**config.mk**
```make
export PLATFORM = sky130hd
export DESIGN_NAME = prwc_top
export DESIGN_NICKNAME = d
export VERILOG_FILES = /design/src/core/prwc_pkg.sv /design/src/core/prwc_sync.sv /design/src/core/prwc_top.sv
export SDC_FILE = /design/constraint.sdc
export NUM_CORES = 1
export LEC_CHECK = 0
export BUFFER_PORTS_ARGS = -buffer_cell sky130_fd_sc_hd__buf_2
export CORE_MARGIN = 5
export CORE_UTILIZATION = 25
export CTS_CLUSTER_DIAMETER = 50
export DETAILED_ROUTE_END_ITERATION = 12
export SYNTH_ARGS = -nofsm -noshare
export SYNTH_HDL_FRONTEND = slang
export SYNTH_SLANG_ARGS = --single-unit
```
**constraint.sdc**
```tcl
create_clock -name REF_CLK_IN -period 2.44 [get_ports REF_CLK_IN]
set_input_delay 0.732 -clock REF_CLK_IN [delete_from_list [all_inputs] [get_ports REF_CLK_IN]]
set_output_delay 0.732 -clock REF_CLK_IN [all_outputs]
set_load 0.01 [all_outputs]
```
**src/core/prwc_pkg.sv**
```systemverilog
// Constants for the power, reset and wakeup controller.
// Assumes an APB master on the 250 MHz reference clock.
package prwc_pkg;
    // Register byte offsets
    localparam logic [11:0] PRWC_PWR_CTRL_OFS = 12'h000;
    localparam logic [11:0] PRWC_AUX_CTRL_OFS = 12'h004;
    localparam logic [11:0] PRWC_AUX_CTRL1_OFS = 12'h008;
    localparam logic [11:0] PRWC_WAKE_EN_OFS = 12'h00c;
    localparam logic [11:0] PRWC_STATUS_OFS = 12'h010;
    // Power control fields
    localparam int PRWC_IDLE_BIT = 0;
    localparam int PRWC_PDN_BIT = 1;
    localparam int PRWC_BO_FLAG_BIT = 5;
    localparam int PRWC_PU_FLAG_BIT = 4;
    // Aux control fields
    localparam int PRWC_EPROM_LP_BIT = 4;
    localparam int PRWC_BO_IRQSEL_BIT = 5;
    localparam int PRWC_BO_DIS_BIT = 6;
    // Wake enable fields (interrupt enables)
    localparam int PRWC_WE_EXT0 = 0;
    localparam int PRWC_WE_EXT1 = 1;
    localparam int PRWC_WE_KBD = 2;
    localparam int PRWC_WE_CMP1 = 3;
    localparam int PRWC_WE_CMP2 = 4;
    localparam int PRWC_WE_WDT = 5;
    localparam int PRWC_WE_BO = 6;
    localparam int PRWC_WE_W = 7;
    // Oscillator stabilisation counts
    localparam logic [10:0] PRWC_XTAL_CNT = 11'h400;
    localparam logic [10:0] PRWC_RC_CNT = 11'h100;
    localparam logic [10:0] PRWC_CNT_ONE = 11'h001;
    // Sleep states
    typedef enum logic [1:0]
    {
        PRWC_RUN = 2'b00,
        PRWC_LIGHT = 2'b01,
        PRWC_DEEP = 2'b10,
        PRWC_STAB = 2'b11
    } prwc_state_e;
endpackage

```
**src/core/prwc_sync.sv**
```systemverilog
// Two-flop synchroniser for a bank of asynchronous levels.
// Assumes inputs are quasi-static levels from pins or analog blocks.
`timescale 1ns/100ps
module prwc_sync #(parameter int W = 1)
(
    input wire logic clk_in,
    input wire logic rst_b_in,
    input wire logic [W-1:0] d_in,
    output logic [W-1:0] q_out
);
    logic [W-1:0] s1_r;
    // Two stages, first read only by the second
    always_ff @(posedge clk_in or negedge rst_b_in)
    begin
        if (!rst_b_in)
        begin
            s1_r <= '0;
            q_out <= '0;
        end
        else
        begin
            s1_r <= d_in;
            q_out <= s1_r;
        end
    end
endmodule

```
**src/core/prwc_top.sv**
```systemverilog
// Power supervision, sleep control, wakeup qualification and reset generation.
// Assumes APB on REF_CLK_IN; RST_B_IN is the power-on reset; detectors are async.
//
// The register offsets and the APB register port are this design's own decisions.
`timescale 1ns/100ps
module prwc_top
(
    input wire logic REF_CLK_IN,
    input wire logic RST_B_IN,
    input wire logic PSEL_IN,
    input wire logic PENABLE_IN,
    input wire logic PWRITE_IN,
    input wire logic [11:0] PADDR_IN,
    input wire logic [31:0] PWDATA_IN,
    output logic [31:0] PRDATA_OUT,
    output logic PREADY_OUT,
    output logic PSLVERR_OUT,
    input wire logic BROWNOUT_LEVEL_SELECT_IN,
    input wire logic RESET_PIN_SELECT_IN,
    input wire logic WATCHDOG_ALWAYS_ON_IN,
    input wire logic CRYSTAL_MODE_IN,
    input wire logic BO_LOW_DET_IN,
    input wire logic BO_HIGH_DET_IN,
    input wire logic POWER_ON_DET_IN,
    input wire logic RST_PIN_B_IN,
    input wire logic WDT_OVF_IN,
    input wire logic [4:0] IRQ_REQ_IN,
    input wire logic [4:0] SRC_READY_IN,
    input wire logic WDT_IRQ_IN,
    input wire logic ABOVE_PRIO_IN,
    output logic INT_RESET_OUT,
    output logic BO_IRQ_OUT,
    output logic OSC_EN_OUT,
    output logic CPU_RUN_OUT,
    output logic PERIPH_CLK_EN_OUT,
    output logic BO_DET_EN_OUT,
    output logic BO_HIGH_LEVEL_OUT,
    output logic EPROM_LOW_POWER_OUT
);
    import prwc_pkg::*;

    // Synchronised asynchronous inputs
    logic [15:0] async_raw;
    logic [15:0] async_s;
    assign async_raw = {CRYSTAL_MODE_IN, WATCHDOG_ALWAYS_ON_IN,
                        ABOVE_PRIO_IN, WDT_IRQ_IN, SRC_READY_IN[4:0] & IRQ_REQ_IN[4:0],
                        WDT_OVF_IN, RST_PIN_B_IN, POWER_ON_DET_IN, BO_HIGH_DET_IN, BO_LOW_DET_IN,
                        RESET_PIN_SELECT_IN, BROWNOUT_LEVEL_SELECT_IN};
    prwc_sync #(.W(16)) u_sync
    (
        .clk_in(REF_CLK_IN),
        .rst_b_in(RST_B_IN),
        .d_in(async_raw),
        .q_out(async_s)
    );

    wire lvl_sel = async_s[0];
    wire pin_sel = async_s[1];
    wire bo_low = async_s[2];
    wire bo_high = async_s[3];
    wire por_det = async_s[4];
    wire pin_b = async_s[5];
    wire wdt_ovf = async_s[6];
    wire [4:0] src_irq = async_s[11:7];
    wire wdt_irq = async_s[12];
    wire above_prio = async_s[13];
    wire wdt_always_on = async_s[14];
    wire crystal_mode = async_s[15];

    // Registers
    logic idle_r, idle_nxt;
    logic pdn_r, pdn_nxt;
    logic pu_flag_r, pu_flag_nxt;
    logic bo_flag_r, bo_flag_nxt;
    logic eprom_lp_r, eprom_lp_nxt;
    logic bo_irqsel_r, bo_irqsel_nxt;
    logic bo_dis_r, bo_dis_nxt;
    logic [6:0] wake_en_r, wake_en_nxt;
    logic bo_prev_r;
    logic [10:0] stab_cnt_r, stab_cnt_nxt;
    prwc_state_e state_r, state_nxt;

    // APB decode
    wire apb_acc = PSEL_IN && PENABLE_IN;
    wire apb_wr = apb_acc && PWRITE_IN;
    wire hit_pc = PADDR_IN == PRWC_PWR_CTRL_OFS;
    wire hit_aux = PADDR_IN == PRWC_AUX_CTRL_OFS;
    wire hit_aux1 = PADDR_IN == PRWC_AUX_CTRL1_OFS;
    wire hit_we = PADDR_IN == PRWC_WAKE_EN_OFS;
    wire hit_st = PADDR_IN == PRWC_STATUS_OFS;
    wire hit_any = hit_pc || hit_aux || hit_aux1 || hit_we || hit_st;
    wire wr_pc = apb_wr && hit_pc;
    wire wr_aux = apb_wr && hit_aux;
    wire wr_aux1 = apb_wr && hit_aux1;
    wire wr_we = apb_wr && hit_we;

    // Brownout detection: threshold select and disable
    wire bo_below = lvl_sel ? bo_low : bo_high;
    wire bo_active = !bo_dis_r && bo_below;
    wire bo_fall = bo_active && !bo_prev_r;
    wire bo_rst = bo_active && !bo_irqsel_r;
    wire bo_irq = bo_fall && bo_irqsel_r && wake_en_r[PRWC_WE_BO];

    // Wakeup qualification
    wire [4:0] src_en = wake_en_r[PRWC_WE_CMP2:PRWC_WE_EXT0];
    wire src_wake = |(src_irq & src_en);
    wire wdt_irq_wake = !wdt_always_on && wdt_irq && wake_en_r[PRWC_WE_WDT];
    wire wdt_rst = wdt_always_on && wdt_ovf;
    wire bo_wake = bo_irq;
    wire any_irq = src_wake || wdt_irq_wake || bo_wake;
    wire deep_wake_irq = any_irq && above_prio;
    wire pin_rst = !pin_sel && !pin_b;
    wire int_rst = bo_rst || wdt_rst || pin_rst;

    // Stabilisation count by oscillator type
    wire [10:0] stab_len = crystal_mode ? PRWC_XTAL_CNT : PRWC_RC_CNT;

    // Sleep state machine
    always_comb
    begin
        state_nxt = state_r;
        stab_cnt_nxt = stab_cnt_r;
        unique case (state_r)
            PRWC_RUN:
            begin
                if (pdn_r)
                    state_nxt = PRWC_DEEP;
                else if (idle_r)
                    state_nxt = PRWC_LIGHT;
            end
            PRWC_LIGHT:
            begin
                if (any_irq || int_rst)
                    state_nxt = PRWC_RUN;
            end
            PRWC_DEEP:
            begin
                if (deep_wake_irq || int_rst)
                begin
                    state_nxt = PRWC_STAB;
                    stab_cnt_nxt = stab_len;
                end
            end
            PRWC_STAB:
            begin
                if (stab_cnt_r == PRWC_CNT_ONE)
                    state_nxt = PRWC_RUN;
                stab_cnt_nxt = stab_cnt_r - PRWC_CNT_ONE;
            end
        endcase
    end

    wire leave_light = state_r == PRWC_LIGHT && state_nxt == PRWC_RUN;
    wire leave_deep = state_r == PRWC_DEEP && state_nxt == PRWC_STAB;

    // Register next values; hardware set wins over software clear
    always_comb
    begin
        idle_nxt = idle_r;
        pdn_nxt = pdn_r;
        pu_flag_nxt = pu_flag_r;
        bo_flag_nxt = bo_flag_r;
        eprom_lp_nxt = eprom_lp_r;
        bo_irqsel_nxt = bo_irqsel_r;
        bo_dis_nxt = bo_dis_r;
        wake_en_nxt = wake_en_r;
        if (wr_pc)
        begin
            idle_nxt = PWDATA_IN[PRWC_IDLE_BIT];
            pdn_nxt = PWDATA_IN[PRWC_PDN_BIT];
            pu_flag_nxt = pu_flag_r && PWDATA_IN[PRWC_PU_FLAG_BIT];
            bo_flag_nxt = bo_flag_r && PWDATA_IN[PRWC_BO_FLAG_BIT];
        end
        if (leave_light)
            idle_nxt = 1'b0;
        if (leave_deep)
            pdn_nxt = 1'b0;
        if (por_det)
            pu_flag_nxt = 1'b1;
        if (bo_active)
            bo_flag_nxt = 1'b1;
        if (wr_aux && PWDATA_IN[PRWC_EPROM_LP_BIT])
            eprom_lp_nxt = 1'b1;
        if (wr_aux1)
        begin
            bo_irqsel_nxt = PWDATA_IN[PRWC_BO_IRQSEL_BIT];
            bo_dis_nxt = PWDATA_IN[PRWC_BO_DIS_BIT];
        end
        if (wr_we)
            wake_en_nxt = PWDATA_IN[PRWC_WE_W-1:0];
    end

    // Read mux
    wire [31:0] rd_pc = (32'({bo_flag_r, pu_flag_r}) << PRWC_PU_FLAG_BIT) | 32'({pdn_r, idle_r});
    wire [31:0] rd_aux = 32'(eprom_lp_r) << PRWC_EPROM_LP_BIT;
    wire [31:0] rd_aux1 = 32'({bo_dis_r, bo_irqsel_r}) << PRWC_BO_IRQSEL_BIT;
    wire [31:0] rd_we = 32'(wake_en_r);
    wire [31:0] rd_st = 32'({bo_active, int_rst, state_r});
    wire [31:0] rd_data = hit_pc ? rd_pc : hit_aux ? rd_aux : hit_aux1 ? rd_aux1 :
                          hit_we ? rd_we : hit_st ? rd_st : 32'h0000_0000;

    // Control and status flops; only power-on reset clears them, except pu_flag_r, which it sets
    always_ff @(posedge REF_CLK_IN or negedge RST_B_IN)
    begin
        if (!RST_B_IN)
        begin
            idle_r <= 1'b0;
            pdn_r <= 1'b0;
            pu_flag_r <= 1'b1;
            bo_flag_r <= 1'b0;
            eprom_lp_r <= 1'b0;
            bo_irqsel_r <= 1'b0;
            bo_dis_r <= 1'b0;
            wake_en_r <= 7'h00;
            bo_prev_r <= 1'b0;
            stab_cnt_r <= 11'h000;
            state_r <= PRWC_RUN;
        end
        else
        begin
            idle_r <= idle_nxt;
            pdn_r <= pdn_nxt;
            pu_flag_r <= pu_flag_nxt;
            bo_flag_r <= bo_flag_nxt;
            eprom_lp_r <= eprom_lp_nxt;
            bo_irqsel_r <= bo_irqsel_nxt;
            bo_dis_r <= bo_dis_nxt;
            wake_en_r <= wake_en_nxt;
            bo_prev_r <= bo_active;
            stab_cnt_r <= stab_cnt_nxt;
            state_r <= state_nxt;
        end
    end

    // Registered outputs
    always_ff @(posedge REF_CLK_IN or negedge RST_B_IN)
    begin
        if (!RST_B_IN)
        begin
            PRDATA_OUT <= 32'h0000_0000;
            PREADY_OUT <= 1'b0;
            PSLVERR_OUT <= 1'b0;
            INT_RESET_OUT <= 1'b1;
            BO_IRQ_OUT <= 1'b0;
            OSC_EN_OUT <= 1'b1;
            CPU_RUN_OUT <= 1'b0;
            PERIPH_CLK_EN_OUT <= 1'b1;
            BO_DET_EN_OUT <= 1'b1;
            BO_HIGH_LEVEL_OUT <= 1'b0;
            EPROM_LOW_POWER_OUT <= 1'b0;
        end
        else
        begin
            PREADY_OUT <= PSEL_IN && !PENABLE_IN;
            PRDATA_OUT <= (PSEL_IN && !PENABLE_IN && !PWRITE_IN) ? rd_data : 32'h0000_0000;
            PSLVERR_OUT <= PSEL_IN && !PENABLE_IN && !hit_any;
            INT_RESET_OUT <= int_rst;
            BO_IRQ_OUT <= bo_irq;
            OSC_EN_OUT <= state_nxt != PRWC_DEEP;
            CPU_RUN_OUT <= state_nxt == PRWC_RUN && !int_rst;
            PERIPH_CLK_EN_OUT <= state_nxt == PRWC_RUN || state_nxt == PRWC_LIGHT;
            BO_DET_EN_OUT <= !bo_dis_nxt;
            BO_HIGH_LEVEL_OUT <= !lvl_sel;
            EPROM_LOW_POWER_OUT <= eprom_lp_nxt;
        end
    end
endmodule
```
==> flow_summary.json, run 1 <==
{
  "synth_top_cells_by_area": "sky130_fd_sc_hd__dfrtp_1 56%, sky130_fd_sc_hd__buf_4 5.9%, sky130_fd_sc_hd__dfstp_2 4.2%",
  "clock_tree_from_tritoncts": "yes",
  "pwr_density_cell_mw_per_mm2": 729,
  "postSynthRegisterBits": 76,
  "yosys_warnings": 0,
  "final_min_period_over_clock_period": 0.924,
  "globalRouteTotalUtil": 0.0971,
  "post-route-worst-setup-slack_ns": 0.186,
  "worstSetupStartpointType": "primary input",
  "routedWlPerCell_um": 13.1,
  "netlist_top_cells_count": "71 x sky130_fd_sc_hd__dfrtp_1, 25 x sky130_fd_sc_hd__buf_4, 25 x sky130_fd_sc_hd__nor2_1",
  "max_freq_ghz": 0.444,
  "ios": 112,
  "worstSetupEndpointType": "register",
  "clk_pin_slew_ns": 0.06,
  "yosys.area.top_type_share": 0.562,
  "timing.critical_path.slowest_stage_cell": "sky130_fd_sc_hd__or4_4",
  "timing.critical_path.buf_inv": 1,
  "final_net_count": 412,
  "synth.lib_cells_used.distinct": 51,
  "layout-drive-gt1-share": 0.328,
  "worstHoldEndpoint": "u_sync.q_out[13]",
  "floorplan.initialDensity": 0.252,
  "area_growth_pct": 26.8,
  "row_count": 41,
  "syn_avg_cell_area_um2": 11.9,
  "worst_margin_slew_ns": 0.613,
  "crit_arrival_ns": 2.47,
  "clock-sinks": 76,
  "hold_path.startpoint": "u_sync.s1_r[13]",
  "cts.repair.resized": 0,
  "setup-violations-final": 0,
  "ctsLongestPathBuffers": 2,
  "grt_pass1_wl_mm": 11.3,
  "worst_path_dominant_cell_family": "simple AND/OR/NAND/NOR gates",
  "run_status": "completed",
  "cts-hold-fix-buffers": 0,
  "route.detailed.vias_per_inst": 4.19,
  "die_area_mm2": 0.0150,
  "cts_max_level": 3,
  "cts_setup_buffers": 0,
  "min-delay-path-class": "register to register",
  "cts_buffers": 9,
  "gp_congestion": 0.792,
  "dp.final_hpwl_mm": 5.04,
  "via_count_of_the_first_global_routing_pass": 2242,
  "routed-via-count": 2172,
  "static-leakage-power_nw": 1.90,
  "yosysMostFrequentCell": "sky130_fd_sc_hd__dfrtp_1",
  "worst_hold_path.num_cells": 0,
  "timing_worst_setup_path_type": "primary input to register",
  "grt_overflow": 0,
  "crit_fanout": 3,
  "finalSetupTns_ns": 0,
  "worstReg2RegEnd": "CPU_RUN_OUT",
  "final_routed_drc_violation_total": 0,
  "drt_first_pass_iters": 4,
  "post_synth_inst_count": 265,
  "post-route-min-period_ns": 2.25,
  "chipWidth_um": 122,
  "grt_util_met3": 0.0350,
  "clock_tree.root_cell": "sky130_fd_sc_hd__clkbuf_16",
  "drt_iter0_markers": 116,
  "clock_network_latency_to_the_later_pin_of_the_worst_skew_pair_ns": 0.33,
  "route.antenna.remaining_nets": 0,
  "dpl_ws_ns": -0.147,
  "worstPathCellList": "buf_2 -> or4_4 -> or4_4 -> nor3_4 -> mux2_4",
  "finalHoldViolations": 0,
  "core_area_mm2": 0.0125,
  "netlist_area_mm2": 0.00316,
  "asyncSetResetFlopFracSynth": 1.00,
  "worstPathRequired_ns": 2.65,
  "max-cap-violations": 0,
  "synth_ff_type": "sky130_fd_sc_hd__dfrtp_1",
  "timing.reg2reg.worst_path_depth": 6,
  "globalRoute.busiestLayer": "met2",
  "timing.final.max_slew_violations": 0,
  "power_mw": 2.92,
  "crit_path_frequent_cell": "sky130_fd_sc_hd__or4_4",
  "global_route.usage.met2": 0.144,
  "irDropWorstVdd_mv": 0.385,
  "fillCellCount": 1305,
  "gr-usage-met1": 0.132,
  "chipHeight_um": 122,
  "r2r_start": "stab_cnt_r[1]",
  "routed_wl_mm": 6.78,
  "relSlewSlack": 0.586,
  "io_buffer_count": 61,
  "final.setup_skew_ns": 0.00677,
  "critical-path-max-stage-delay_ns": 0.56,
  "synth_edf_count": 0,
  "antenna_violations_before_repair": 0,
  "largest_net_degree_at_the_start_of_global_routing": 77,
  "synth.yosys.seq_area_share": 0.604,
  "setup_repair_after_global_routing_missed_its_margin": "false",
  "reg2reg_setup_slack_ns": 0.44,
  "post_synth_top_area_cell": "sky130_fd_sc_hd__dfrtp_1"
}
## logic make-up after synthesis
group,share of synthesized area
xor+xnor,0.0194
compound gates,0.0784
simple gates,0.153
flops,0.604
mux,0.0511
buf+inv,0.0851
other cells,0.00119
fa+ha+maj,0.00792
## per-layer routing
| metal | routed length, µm | vias to the layer above |
|---|---|---|
| met5 | 0 | - |
| met2 | 2980 | 77 |
| met4 | 99 | 0 |
| li1 | - | 1036 |
| met1 | 3070 | 1050 |
| met3 | 634 | 9 |
## metrics by stage
stage | cells | hold WS (ns) | cell area, µm² | util
after floorplan | 289 | 0.331 | 3270 | -
after global placement | 501 | 0.333 | 3680 | 0.294
after detailed placement | 501 | 0.337 | 3680 | 0.294
after CTS | 517 | 0.350 | 4010 | 0.320
after global routing | 517 | 0.357 | 4010 | 0.320
final | 518 | 0.348 | 4010 | 0.320
## layout by cell type (no fill, tap or decap), drive strengths merged, types with 2 or more instances in the layout
cell / n
clkbuf: 10
a2bb2oi: 3
nand4b: 3
nand4: 3
dfstp: 5
o31a: 2
clkinv: 2
o41ai: 2
o21ai: 4
or3: 3
a22oi: 5
a31o: 2
nand2b: 2
and3: 2
and2: 7
nor2: 25
a211oi: 2
nor4: 6
nand3: 4
bufinv: 2
nand2: 7
mux2: 9
dfrtp: 71
xnor2: 6
ha: 2
inv: 14
or4: 5
mux2i: 6
nor3: 7
or2: 3
buf: 74
a21oi: 6
conb: 25
## sequential cells by signal, indices dropped and copies added (netlist names), 2 cells and up
register / count
wake_en_r: 7
PRDATA_OUT: 7
u_sync.s1_r: 16
stab_cnt_r: 11
state_r: 2
u_sync.q_out: 16
## report_power, final
group          total [mW]  switching (mW)  internal, mW
Sequential           1.33          0.0205          1.31
Combinational       0.173           0.105        0.0671
Clock                1.42           0.515         0.906
## final cells by class
type / instances / area, µm² / share of cell area
antenna: 1 / 2.50 / 0.000624
timing repair buffer: 74 / 428 / 0.107
clock buffer: 10 / 229 / 0.0571
multi-input combinational: 167 / 1080 / 0.271
clock inverter: 6 / 95.1 / 0.0237
sequential: 76 / 1910 / 0.476
inverter: 12 / 45.0 / 0.0112
tap: 172 / 215 / 0.0537
## worst reg2reg max path, cell delays in order (launching register included)
cell	delay (ns)
sky130_fd_sc_hd__dfrtp_1	0.38
sky130_fd_sc_hd__inv_1	0.10
sky130_fd_sc_hd__ha_1	0.15
sky130_fd_sc_hd__or4b_2	0.61
sky130_fd_sc_hd__nor4_1	0.29
sky130_fd_sc_hd__o21ai_0	0.12
sky130_fd_sc_hd__and4b_1	0.27
## worst max path at each step
stage,from,endpoint,cells past startpoint
after floorplan,PADDR_IN[7],bo_dis_r,5
final,PADDR_IN[7],bo_irqsel_r,5
after global placement,PADDR_IN[7],bo_irqsel_r,5
after global routing,PADDR_IN[7],PRDATA_OUT[2],6
after detailed placement,PADDR_IN[7],bo_dis_r,5
after CTS,PADDR_IN[7],bo_irqsel_r,5
(Power assumes the default switching activity.)
==> inputs of run 2 (changes only) <==
Settings changed: CELL_PAD_IN_SITES_DETAIL_PLACEMENT set to 2, CELL_PAD_IN_SITES_GLOBAL_PLACEMENT set to 2, PLACE_DENSITY_LB_ADDON set to 0.1.
==> run 2 against run 1 <==
Compared with the run above: register-to-register slack lost 0.06 ns; setup slack worse by 0.019 ns; count of clock-buffer cells in the layout unchanged; routed wire length is 15% higher; worst hold slack got worse by 0.034 ns; maximum frequency shrank 0.83%; die area unchanged; critical path depth did not move; total power down 2.2%; sequential power hardly changed; largest power group unchanged.
==> flow_summary.json, run 2 (synthesis results as in run 1) <==
{
  "run_status": "completed",
  "timing.critical_path.slowest_stage_cell": "sky130_fd_sc_hd__or4_4",
  "internal_power_mw": 2.18,
  "globalRouteTotalUtil": 0.112,
  "timing.critical_path.from": "PADDR_IN[7]",
  "max_freq_ghz": 0.440,
  "clock_tree_from_tritoncts": "yes",
  "clock_network_latency_to_the_later_pin_of_the_worst_skew_pair_ns": 0.34,
  "area_growth_pct": 26.3,
  "route.detailed.vias_per_inst": 4.28,
  "dpl_cell_area_mm2": 0.00369,
  "power.combinational.fraction": 0.061,
  "cts-hold-fix-buffers": 0,
  "final_routed_drc_violation_total": 0,
  "cts_setup_buffers": 0,
  "finalNonFillerCells": 518,
  "final_min_period_over_clock_period": 0.931,
  "finalHoldViolations": 0,
  "dpl_ws_ns": -0.185,
  "routed-via-count": 2218,
  "crit_fanout": 3,
  "clock_tree.root_cell": "sky130_fd_sc_hd__clkbuf_16",
  "post-route-min-period_ns": 2.27,
  "drt_first_pass_iters": 4,
  "setup-violations-final": 0,
  "gp_congestion": 0.711,
  "ios": 112,
  "via_count_of_the_first_global_routing_pass": 2495,
  "worstSetupEndpointType": "register",
  "drt_iter0_markers": 63,
  "antenna_cells_inserted": 0,
  "crit_arrival_ns": 2.50,
  "critical-path-max-stage-delay_ns": 0.55,
  "irDropWorstVdd_mv": 0.376,
  "final.setup_skew_ns": 0.00479,
  "cts.repair.resized": 0,
  "dp.final_hpwl_mm": 6.02,
  "largest_registers": "u_sync.q_out (16), u_sync.s1_r (16), stab_cnt_r (11)",
  "register_share_of_total_power": 0.465,
  "worst_hold_slack_ns": 0.314,
  "pwr_density_cell_mw_per_mm2": 715,
  "mostFrequentLayoutCells": "71 x sky130_fd_sc_hd__dfrtp_1, 60 x sky130_fd_sc_hd__buf_2, 25 x sky130_fd_sc_hd__nor2_1, 25 x sky130_fd_sc_hd__conb_1, 13 x sky130_fd_sc_hd__buf_4",
  "antenna_violations_before_repair": 0,
  "ctsLongestPathBuffers": 2,
  "core_area_mm2": 0.0125,
  "chipWidth_um": 122,
  "grt_overflow": 0,
  "route.antenna.remaining_nets": 0,
  "fillCellCount": 1390,
  "timing.critical_path.buf_inv": 1,
  "power_switching_share": 0.238,
  "final_net_count": 413,
  "row_count": 41,
  "worstPathCellList": "buf_2 -> or4_4 -> or4_4 -> nor3_4 -> mux2_4",
  "worstPathRequired_ns": 2.66,
  "final_common_cell": "sky130_fd_sc_hd__dfrtp_1",
  "setup_repair_after_global_routing_missed_its_margin": "false",
  "largest_net_degree_at_the_start_of_global_routing": 47,
  "cts_max_level": 3,
  "routedWlPerCell_um": 15.1,
  "cts_buffers": 9,
  "io_buffer_count": 61,
  "timing.final.max_slew_violations": 0,
  "timing_worst_setup_path_type": "primary input to register",
  "finalCoreUtilization": 0.319,
  "die_area_mm2": 0.0150,
  "finalSetupTns_ns": 0,
  "p_sw_uw": 680,
  "placed_cells": 502,
  "floorplan.initialDensity": 0.252,
  "grt_pass1_wl_mm": 12.7,
  "layout-drive-gt1-share": 0.329,
  "min-delay-path-class": "primary input to async pin",
  "clk_pin_slew_ns": 0.06,
  "chipHeight_um": 122,
  "static-leakage-power_nw": 1.89,
  "post-route-worst-setup-slack_ns": 0.167,
  "max-cap-violations": 0,
  "power.clock.fraction": 0.474,
  "crit_path_frequent_cell": "sky130_fd_sc_hd__or4_4",
  "routed_wl_mm": 7.80,
  "clock-sinks": 76,
  "power_mw": 2.85,
  "layout.cell_area.non_filler_mm2": 0.00399,
  "worstSetupStartpointType": "primary input",
  "r2r_start": "stab_cnt_r[1]",
  "worst_path_dominant_cell_family": "simple AND/OR/NAND/NOR gates"
}
run 2: cell types whose count changed in the layout (fill, tap and decap cells not counted):
cell | before | now
sky130_fd_sc_hd__buf_4 | 11 | 13
sky130_fd_sc_hd__clkinvlp_4 | 0 | 2
sky130_fd_sc_hd__buf_2 | 61 | 60
sky130_fd_sc_hd__bufinv_16 | 2 | 1
sky130_fd_sc_hd__clkinv_4 | 2 | 1
sky130_fd_sc_hd__diode_2 | 1 | 0
run 2: final timing paths:
path                                     to  slack, ns  depth (start not counted)
min in group REF_CLK_IN    u_sync.q_out[15]       0.34                          0
max in group asynchronous         pu_flag_r       1.48                          2
min reg2reg                u_sync.q_out[15]       0.34                          0
max reg2reg                     CPU_RUN_OUT       0.38                          6
max                             bo_irqsel_r       0.17                          5
min                           stab_cnt_r[9]       0.31                          1
run 2: layout make-up:
| type | count | area [µm²] | area share |
|---|---|---|---|
| sequential | 76 | 1910 | 0.478 |
| clock inverter | 6 | 71.3 | 0.0179 |
| tap | 172 | 215 | 0.0539 |
| timing repair buffer | 75 | 438 | 0.110 |
| inverter | 12 | 45.0 | 0.0113 |
| multi-input combinational | 167 | 1080 | 0.272 |
| clock buffer | 10 | 229 | 0.0574 |
run 2: power groups by stage:
stage	Clock (mW)	Sequential, mW	Combinational [mW]
6_report	1.35	1.33	0.174
2_1_floorplan	0	1.35	0.110
3_5_place_dp	0	1.35	0.180
4_1_cts	1.41	1.33	0.180
3_3_place_gp	0	1.35	0.177
5_1_grt	1.47	1.33	0.200
run 2: worst register-to-register path, stage by stage, from the launching register on:
cell                      delay, ns
sky130_fd_sc_hd__dfrtp_1       0.37
sky130_fd_sc_hd__inv_1         0.10
sky130_fd_sc_hd__ha_1          0.15
sky130_fd_sc_hd__or4b_2        0.61
sky130_fd_sc_hd__nor4_1        0.36
sky130_fd_sc_hd__o21ai_0       0.12
sky130_fd_sc_hd__and4b_1       0.27
run 2: per-layer routing:
metal	wire, µm	track usage	vias up
li1	-	-	1027
met1	3310	0.135	1135
met2	4000	0.182	44
met3	378	0.0415	12
met4	108	0.0399	0
met5	0	0	-
